**config.mk**
```make
export PLATFORM = sky130hd
export DESIGN_NAME = cbirq_top
export DESIGN_NICKNAME = d
export VERILOG_FILES = /design/src/rtl/cbirq_pkg.sv /design/src/rtl/cbirq_sync.sv /design/src/rtl/cbirq_top.sv
export SDC_FILE = /design/constraint.sdc
export NUM_CORES = 1
export LEC_CHECK = 0
export BUFFER_PORTS_ARGS = -buffer_cell sky130_fd_sc_hd__buf_2
export CORE_MARGIN = 8
export CORE_UTILIZATION = 46
export CTS_CLUSTER_DIAMETER = 80
export DETAILED_ROUTE_END_ITERATION = 16
export PLACE_DENSITY = 0.77
export SETUP_SLACK_MARGIN = 0.4
export SLEW_MARGIN = 20
export SYNTH_ARGS = -nofsm -noshare
export SYNTH_HDL_FRONTEND = slang
export SYNTH_SLANG_ARGS = --single-unit
```
**constraint.sdc**
```tcl
create_clock -name clk -period 1.2 [get_ports clk]
set_input_delay 0 -clock clk [delete_from_list [all_inputs] [get_ports clk]]
set_output_delay 0 -clock clk [all_outputs]
set_load 0.02 [all_outputs]
```
**src/rtl/cbirq_pkg.sv**
```systemverilog
// Shared types and constants for the bus control and interrupt intake block
package cbirq_pkg;

	//****************************************************************
	// Widths
	//****************************************************************
	localparam int ADDR_W = 16;
	localparam int DATA_W = 8;

	//****************************************************************
	// Processor state codes on {bus_granted, state_code}
	//****************************************************************
	localparam logic [1:0] CODE_RUNNING = 2'h0;
	localparam logic [1:0] CODE_VECTOR  = 2'h1;
	localparam logic [1:0] CODE_WAIT    = 2'h2;
	localparam logic [1:0] CODE_HALT    = 2'h3;

	// Reset values of the bus pins
	localparam logic [ADDR_W-1:0] ADDR_RST = 16'hFFFF;
	localparam logic [DATA_W-1:0] DATA_RST = 8'h00;

	//****************************************************************
	// Interrupt sequence kinds handed to the core
	//****************************************************************
	typedef enum logic [2:0] {
		IRQ_NONE   = 3'b000,
		IRQ_NMI    = 3'b001,
		IRQ_FAST   = 3'b010,
		IRQ_NORMAL = 3'b011,
		IRQ_SOFT   = 3'b100
	} cbirq_kind_t;

	//****************************************************************
	// Bus cycle phase, tracked from the two sampled clock inputs
	//****************************************************************
	typedef enum logic [1:0] {
		PH_BOTH_LOW  = 2'b00,
		PH_A_HIGH    = 2'b01,
		PH_BOTH_HIGH = 2'b11,
		PH_B_ONLY    = 2'b10
	} cbirq_phase_t;

	// Status and bus requests coming from the instruction sequencer
	typedef struct packed {
		logic              instr_boundary;
		logic              last_cycle;
		logic              rmw_cycle;
		logic              first_of_pair;
		logic              first_of_vector;
		logic              multi_push_pull;
		logic              uses_bus_next;
		logic              halted;
		logic              waiting;
		logic              stacking;
		logic              vector_fetch;
		logic              stack_ptr_loaded;
		logic              quick_mask;
		logic              normal_mask;
		logic              soft_request;
		logic              write;
		logic [ADDR_W-1:0] addr;
		logic [DATA_W-1:0] wdata;
	} cbirq_core_t;

	// Interrupt sequence order handed back to the sequencer
	typedef struct packed {
		logic        take;
		cbirq_kind_t kind;
		logic        push_full;
		logic        set_quick_mask;
		logic        set_normal_mask;
	} cbirq_take_t;

	// Status pins that keep driving while the bus floats
	typedef struct packed {
		logic       bus_granted;
		logic       state_code;
		logic       atomic_hold;
		logic       next_cycle_bus_use;
		logic       final_op_cycle;
	} cbirq_status_t;

endpackage

```
**src/rtl/cbirq_sync.sv**
```systemverilog
// Two-stage synchroniser for a group of asynchronous inputs
`timescale 1ns/1ns
module cbirq_sync #(
	parameter int WIDTH = 1,
	parameter logic [WIDTH-1:0] RST_VAL = '1
) (
	input  wire logic             clk,
	input  wire logic             resetn,
	input  wire logic [WIDTH-1:0] async_in,
	output logic      [WIDTH-1:0] sync_out
);
	logic [WIDTH-1:0] meta_q;
	logic [WIDTH-1:0] meta_d;
	logic [WIDTH-1:0] sync_q;
	logic [WIDTH-1:0] sync_d;

	// Each bit gets its own pair; first stage feeds only the second
	for (genvar i = 0; i < WIDTH; i++) begin : g_bit
		always_comb begin
			meta_d[i] = resetn ? async_in[i] : RST_VAL[i];
			sync_d[i] = resetn ? meta_q[i] : RST_VAL[i];
		end
	end

	always_ff @(posedge clk) begin
		meta_q <= meta_d;
		sync_q <= sync_d;
	end

	assign sync_out = sync_q;
endmodule

```
**src/rtl/cbirq_top.sv**
```systemverilog
// Bus control and hardware interrupt intake for an 8-bit processor
//
// Summary of operation
// - Falling edge on nonmaskable input raises request
// - Nonmaskable unblockable, beats all other interrupts
// - Nonmaskable sequence pushes the whole register set
// - Nonmaskable ignored until stack pointer first loaded
// - Late nonmaskable edge recognised next cycle
// - Fast low level interrupts while quick mask clear
// - Fast sequence pushes only flags and counter
// - Normal low level interrupts, full push, mask clear
// - Fast served before normal when both pending
// - Read data captured, address updated, lagging fall
// - Atomic hold on modify cycles, first pair byte
// - Atomic hold on first indirect or vector byte
// - Atomic hold never during multi push or pop
// - Bus use predicted; low when halted or waiting
// - Final cycle flag high on instruction's last cycle
// - Final cycle flag high halted at instruction boundary, waiting, stacking
// - Float releases address, data, direction; status drives
// - Float gates address early; write data from lead rise
// - Float held past lagging rise latches for cycle
// - State encoding: running, vector, wait, halt
// - Quick mask blocks fast; set by most sequences
`timescale 1ns/1ns
module cbirq_top
	import cbirq_pkg::*;
(
	input  wire logic                    clk,
	input  wire logic                    resetn,
	input  wire logic                    clk_ph_a,
	input  wire logic                    clk_ph_b,
	input  wire logic                    nonmaskable_request_n,
	input  wire logic                    fast_request_n,
	input  wire logic                    normal_request_n,
	input  wire logic                    bus_float_ctl,
	input  wire logic [cbirq_pkg::DATA_W-1:0] data_in,
	input  wire cbirq_pkg::cbirq_core_t  core,
	output cbirq_pkg::cbirq_take_t       take,
	output cbirq_pkg::cbirq_status_t     status,
	output logic [cbirq_pkg::DATA_W-1:0] read_data,
	output logic                         read_data_valid,
	output logic [cbirq_pkg::ADDR_W-1:0] addr_out,
	output logic                         addr_oe_n,
	output logic                         rd_wr_out,
	output logic                         rd_wr_oe_n,
	output logic [cbirq_pkg::DATA_W-1:0] data_out,
	output logic                         data_oe_n
);
	import cbirq_pkg::*;

	//****************************************************************
	// Pin synchronisation
	//****************************************************************
	localparam int NSYNC = 6 + DATA_W;
	localparam logic [NSYNC-1:0] SYNC_RST = {6'b111100, DATA_RST};

	logic [NSYNC-1:0] pins_s;
	logic             ph_a_s;
	logic             ph_b_s;
	logic             nmi_n_s;
	logic             fast_n_s;
	logic             normal_n_s;
	logic             float_s;
	logic [DATA_W-1:0] data_s;

	// Every pin, clocks included, passes two flip-flops first
	cbirq_sync #(
		.WIDTH   (NSYNC),
		.RST_VAL (SYNC_RST)
	) u_sync (
		.clk      (clk),
		.resetn   (resetn),
		.async_in ({nonmaskable_request_n, fast_request_n, normal_request_n,
			bus_float_ctl, clk_ph_a, clk_ph_b, data_in}),
		.sync_out (pins_s)
	);

	always_comb begin
		nmi_n_s    = pins_s[NSYNC-1];
		fast_n_s   = pins_s[NSYNC-2];
		normal_n_s = pins_s[NSYNC-3];
		float_s    = pins_s[NSYNC-4];
		ph_a_s     = pins_s[NSYNC-5];
		ph_b_s     = pins_s[NSYNC-6];
		data_s     = pins_s[DATA_W-1:0];
	end

	//****************************************************************
	// Bus cycle phase tracking
	//****************************************************************
	cbirq_phase_t phase_q;
	cbirq_phase_t phase_d;
	logic         a_rise;
	logic         b_rise;
	logic         b_fall;

	// Edges are read off the phase register so each pin edge strobes for one clock only
	always_comb begin
		phase_d = cbirq_phase_t'({ph_b_s, ph_a_s});
		a_rise  = 1'b0;
		b_rise  = 1'b0;
		b_fall  = 1'b0;
		case (phase_q)
			PH_BOTH_LOW:  a_rise = ph_a_s;
			PH_A_HIGH:    b_rise = ph_b_s;
			PH_BOTH_HIGH: b_fall = !ph_b_s;
			PH_B_ONLY:    b_fall = !ph_b_s;
			default:      a_rise = 1'b0;
		endcase
		// A lagging clock that leads is outside spec; we follow the pins
		if (!resetn) begin
			phase_d = PH_BOTH_LOW;
		end
	end

	always_ff @(posedge clk) begin
		phase_q <= phase_d;
	end

	//****************************************************************
	// Nonmaskable edge detect, arming and pending flag
	//****************************************************************
	logic nmi_prev_q;
	logic nmi_prev_d;
	logic nmi_armed_q;
	logic nmi_armed_d;
	logic nmi_pend_q;
	logic nmi_pend_d;
	logic nmi_edge;
	logic take_now;
	cbirq_kind_t pick;

	// Level sampled only at the leading clock rise, so a late edge slips a cycle
	always_comb begin
		nmi_prev_d  = nmi_prev_q;
		nmi_armed_d = nmi_armed_q;
		nmi_pend_d  = nmi_pend_q;
		nmi_edge    = 1'b0;
		if (a_rise) begin
			nmi_prev_d = nmi_n_s;
			nmi_edge   = nmi_prev_q && !nmi_n_s;
		end
		if (core.stack_ptr_loaded) begin
			nmi_armed_d = 1'b1;
		end
		if (take_now && pick == IRQ_NMI) begin
			nmi_pend_d = 1'b0;
		end
		// A fresh edge in the clearing cycle is kept
		if (nmi_edge && nmi_armed_q) begin
			nmi_pend_d = 1'b1;
		end
		if (!resetn) begin
			nmi_prev_d  = 1'b1;
			nmi_armed_d = 1'b0;
			nmi_pend_d  = 1'b0;
		end
	end

	always_ff @(posedge clk) begin
		nmi_prev_q  <= nmi_prev_d;
		nmi_armed_q <= nmi_armed_d;
		nmi_pend_q  <= nmi_pend_d;
	end

	//****************************************************************
	// Priority pick at an instruction boundary
	//****************************************************************
	cbirq_take_t take_q;
	cbirq_take_t take_d;

	// Fixed order: nonmaskable, fast, normal, software
	always_comb begin
		pick = IRQ_NONE;
		if (nmi_pend_q) begin
			pick = IRQ_NMI;
		end else if (!fast_n_s && !core.quick_mask && !core.halted) begin
			pick = IRQ_FAST;
		end else if (!normal_n_s && !core.normal_mask && !core.halted) begin
			pick = IRQ_NORMAL;
		end else if (core.soft_request) begin
			pick = IRQ_SOFT;
		end
		// Decided once per bus cycle, before the next opcode fetch
		take_now = b_fall && core.instr_boundary && (pick != IRQ_NONE);
	end

	// Sequence order with stacking extent and mask updates
	always_comb begin
		take_d = '0;
		take_d.kind = IRQ_NONE;
		if (take_now) begin
			take_d.take            = 1'b1;
			take_d.kind            = pick;
			take_d.push_full       = (pick != IRQ_FAST);
			take_d.set_quick_mask  = (pick != IRQ_NORMAL);
			take_d.set_normal_mask = 1'b1;
		end
		if (!resetn) begin
			take_d = '0;
		end
	end

	always_ff @(posedge clk) begin
		take_q <= take_d;
	end

	//****************************************************************
	// Status pins
	//****************************************************************
	cbirq_status_t status_q;
	cbirq_status_t status_d;
	logic [1:0]    code;

	// Halt outranks wait; vector acknowledge only while running
	always_comb begin
		if (core.halted) begin
			code = CODE_HALT;
		end else if (core.waiting) begin
			code = CODE_WAIT;
		end else if (core.vector_fetch) begin
			code = CODE_VECTOR;
		end else begin
			code = CODE_RUNNING;
		end
		status_d.bus_granted = code[1];
		status_d.state_code  = code[0];
		// Multi push and pop never lock the bus, even on pair bytes
		status_d.atomic_hold = (core.rmw_cycle || core.first_of_pair
			|| core.first_of_vector) && !core.multi_push_pull;
		status_d.next_cycle_bus_use = core.uses_bus_next
			&& !core.halted && !core.waiting;
		status_d.final_op_cycle = core.last_cycle
			|| (core.halted && core.instr_boundary)
			|| core.waiting || core.stacking;
		if (!resetn) begin
			status_d = '0;
		end
	end

	always_ff @(posedge clk) begin
		status_q <= status_d;
	end

	//****************************************************************
	// Address, direction and read data
	//****************************************************************
	logic [ADDR_W-1:0] addr_q;
	logic [ADDR_W-1:0] addr_d;
	logic              rw_q;
	logic              rw_d;
	logic [DATA_W-1:0] rdata_q;
	logic [DATA_W-1:0] rdata_d;
	logic              rvalid_q;
	logic              rvalid_d;
	logic [DATA_W-1:0] wdata_q;
	logic [DATA_W-1:0] wdata_d;

	// Everything moves on the lagging clock fall, the bus cycle boundary
	always_comb begin
		addr_d   = addr_q;
		rw_d     = rw_q;
		rdata_d  = rdata_q;
		wdata_d  = wdata_q;
		rvalid_d = 1'b0;
		if (b_fall) begin
			if (rw_q) begin
				rdata_d  = data_s;
				rvalid_d = 1'b1;
			end
			addr_d  = core.addr;
			rw_d    = !core.write;
			wdata_d = core.wdata;
		end
		if (!resetn) begin
			addr_d   = ADDR_RST;
			rw_d     = 1'b1;
			rdata_d  = DATA_RST;
			wdata_d  = DATA_RST;
			rvalid_d = 1'b0;
		end
	end

	always_ff @(posedge clk) begin
		addr_q   <= addr_d;
		rw_q     <= rw_d;
		rdata_q  <= rdata_d;
		rvalid_q <= rvalid_d;
		wdata_q  <= wdata_d;
	end

	//****************************************************************
	// Bus float control
	//****************************************************************
	logic float_lat_q;
	logic float_lat_d;
	logic wdrive_q;
	logic wdrive_d;
	logic aoe_n_q;
	logic aoe_n_d;
	logic doe_n_q;
	logic doe_n_d;

	// The float request is also caught at the lagging rise and held
	always_comb begin
		float_lat_d = float_lat_q;
		wdrive_d    = wdrive_q;
		if (b_rise && float_s) begin
			float_lat_d = 1'b1;
		end
		if (b_fall) begin
			float_lat_d = 1'b0;
			wdrive_d    = 1'b0;
		end
		// Write data only starts at the leading rise, and only if not floated
		if (a_rise && !rw_q && !float_s) begin
			wdrive_d = 1'b1;
		end
		// Address and direction follow the float pin straight through
		aoe_n_d = float_s || float_lat_q;
		doe_n_d = !wdrive_q || float_s || float_lat_q;
		if (!resetn) begin
			float_lat_d = 1'b0;
			wdrive_d    = 1'b0;
			aoe_n_d     = 1'b1;
			doe_n_d     = 1'b1;
		end
	end

	always_ff @(posedge clk) begin
		float_lat_q <= float_lat_d;
		wdrive_q    <= wdrive_d;
		aoe_n_q     <= aoe_n_d;
		doe_n_q     <= doe_n_d;
	end

	//****************************************************************
	// Outputs, all from flip-flops
	//****************************************************************
	// Status keeps driving regardless of float
	assign take            = take_q;
	assign status          = status_q;
	assign read_data       = rdata_q;
	assign read_data_valid = rvalid_q;
	assign addr_out        = addr_q;
	assign addr_oe_n       = aoe_n_q;
	assign rd_wr_out       = rw_q;
	assign rd_wr_oe_n      = aoe_n_q;
	assign data_out        = wdata_q;
	assign data_oe_n       = doe_n_q;
endmodule

```
==> run_results.csv <==
group,metric,value,unit
setup_path,worstSetupStartpoint,"u_sync.sync_out[8]",
cells_and_area,n_fill_cell,293,
cells_and_area,final_cells,471,
drt,wl_per_cell,15.9,um
sta,relSlewSlack,0.767,
drt,firstDrtPassIters,4,
floorplan,die_x,90.2,um
placed_design,gp_congestion,0.759,
sta,timing.hold.ws,-0.0758,ns
drt,drtAntennaViolNets,0,
floorplan,core_area,5410,um^2
sta,fin_skew,0.00731,ns
grt,grt_max_degree,28,
sta,setup_viol,0,
logic_synthesis,avgSynthCellArea,11.3,um^2
cells_and_area,fin_nets,450,
logic_synthesis,synth_top_area_cell,"dfxtp_1",
cts,cts_tree,"yes",
setup_path,cp-start-kind,"flop",
floorplan,initial_core_util,0.469,
cts,clk_pin_slew,0.08,ns
placed_design,placed_cells,393,
floorplan,die-area,8140,um^2
drt,drc,0,
grt,track_usage,0.177,
logic_synthesis,ys_types,33,
logic_synthesis,yosys-top-cells-area,"dfxtp_1 (65%), o22a_1 (5.5%), and2_1 (5.4%), a22o_1 (3.1%), a21oi_1 (2.8%)",
logic_synthesis,synth_top_area_frac,0.648,
run_status,violations,"negative hold slack",
cts,cts_made_buffers,9,
cts,htreeDepth,3,
cells_and_area,diodes,0,
sta,drv_slew,0,
setup_path,cp_data_required_time,1.42,ns
drt,via_per_inst,4.77,
cts,clk_path_buf_depth,2,
cts,cts_sinks,82,
logic_synthesis,synth_edf_count,0,
sta,finalHoldViolations,2,
logic_synthesis,synthCells,225,
worst_hold_path,min-delay-start,"core[30]",
sta,max_freq,888,MHz
logic_synthesis,synth_nets,281,
logic_synthesis,yosys_most_used_dff,"dfxtp_1",
sta,period_needed,1.13,ns
logic_synthesis,netlist_area,2530,um^2
placed_design,place_hpwl,4160,um
floorplan,io_pins,105,
grt,grt_pass1_vias,2373,
logic_synthesis,yosys_warnings,0,
floorplan,fp-row-count,27,
cells_and_area,drive_gt1_frac,0.519,
drt,drt-total-wl,7490,um
cts,insertion_delay,0.33,ns
cells_and_area,final_cell_area,4390,um^2
power,power_density,1240,nW/um^2
placed_design,numPortBuffers,104,
run_status,status,"complete, but fails checks",
grt,antenna_found_initial,0,
grt,grt_pass1_wl,11700,um
logic_synthesis,async_flop_share,0,
floorplan,die_y,90.2,um
setup_path,endpoint_kind,"flop",
flow_run,drv_cap,0,
setup_path,cp.arrival,1.35,ns
setup_path,cp_max_fo,16,
logic_synthesis,yosysSeqAreaShare,0.648,
cells_and_area,area_delta_synth_final,73.5,%
sta,rsz0062_at_grt,"true",
worst_hold_path,min_path_type,"primary input to flop",
placed_design,placed_area,3120,um^2
drt,vias,2247,
sta,tightest_slew,0.350,ns
drt,drt-initial-drc-count,109,
setup_path,critPathKind,"flop to flop",
grt,grt_overflow_total,0,
power,ir_drop,1230,uV
sta,fin_tns_setup,0,ns
logic_synthesis,synth.ff_latch_count,82,
power,p_leak,1.85,nW
setup_path,rr_startpoint,"u_sync.sync_out[8]",
sta,timing.final.crit_share,0.939,
cts,root_buffer,"clkbuf_8",
repair_timing:
action / 4_1_cts / 5_1_grt
endpoints found under the setup margin: 90 / 96
endpoints found under the hold margin: 50 / 2
buffers inserted: 7 / 5
hold buffers: 50 / 1
pin swaps: 9 / 4
resized for setup: 126 / 36
where the power goes:
part,switching [W],internal [W]
logic,0.000217,0.000307
clock network,0.000909,0.00119
registers,0.0000400,0.00280
total,0.00117,0.00430
synth_stat cells (2+ instances only):
master,n
and2_1,22
clkbuf_1,4
dfxtp_1,82
inv_1,3
a21oi_1,14
nand4b_1,3
nand2b_1,11
buf_6,2
o22a_1,16
nand3_1,8
nor2_1,12
nor3_1,4
buf_4,4
nand2_1,11
and3_1,2
a22o_1,9
nand2_2,2
routing by layer:
metal	part of all wire	global-route usage	up-vias
met5	0	0	-
met4	0.019	0.0818	0
li1	-	-	1107
met2	0.54	0.323	73
met1	0.39	0.186	1055
met3	0.050	0.0466	12
path summary, 6_finish.rpt:
check | to | slack [ns] | cells past startpoint
min | status[0] | -0.08 | 3
min reg2reg | data_oe_n | 0.40 | 1
max | addr_out[9] | 0.07 | 3
max reg2reg | addr_out[9] | 0.07 | 3
metrics by stage:
| stage | util | setup WS, ns | total power [W] | hold slack (ns) |
|---|---|---|---|---|
| 2_1_floorplan | - | 0.139 | 0.00306 | 0.0793 |
| 3_3_place_gp | 0.577 | 0.104 | 0.00320 | 0.168 |
| 3_5_place_dp | 0.577 | 0.0707 | 0.00320 | 0.166 |
| 4_1_cts | 0.787 | 0.107 | 0.00547 | -0.104 |
| 5_1_grt | 0.813 | 0.0438 | 0.00568 | -0.0729 |
| 6_report | 0.813 | 0.0733 | 0.00546 | -0.0758 |
layout by cell type, fill, tap and decap left out, types with 2 or more instances in the layout:
cell type      netlist  layout
a22o_1               9       9
clkinvlp_4           0       2
inv_1                3       3
buf_6                2      48
nor2_4               1       2
nand3_2              0       3
a21oi_1             14       6
o22a_1              16      16
dlygate4sd3_1        0      49
nor3_1               4       3
nand2_1             11      11
dfxtp_2              0      47
a21oi_2              0       8
and3_1               2       2
nor2_1              12      11
buf_2                1      55
nand2b_1            11      10
buf_4                4      15
and2_1              22      22
nand4b_1             3       3
nand3_1              8       5
dfxtp_1             82      34
clkbuf_8             0      13
sequential cells by signal (all words and copies together), names as in the netlist, 2 cells and up:
signal           cells
read_data            8
u_sync.sync_out     14
status               5
phase_q              2
data_out             8
take                 6
u_sync.meta_q       14
addr_out            16
critical path, cell delays in order, from the launching register on:
cell and delay, ns:
dfxtp_2 0.35, and2b_4 0.35, nand2_8 0.12, o22a_1 0.20
layout make-up:
class	instances	area, um^2	area share
Clock inverter	3	45.0	0.0103
Sequential cell	82	1700	0.388
Inverter	4	15.0	0.00342
Tap cell	72	90.1	0.0205
Multi-Input combinational cell	128	910	0.207
Clock buffer	13	179	0.0407
Timing Repair Buffer	169	1450	0.330
cell families (layout without fill, tap and decap cells):
family,after synthesis,in the layout,synth area share
DFF,82,82,0.648
AOI/OAI and AO/OA,45,45,0.131
and+or+nand+nor,82,82,0.182
muxes,1,1,0.00395
buffers and inverters,15,189,0.0346
Power figures use the tool's default switching activity.
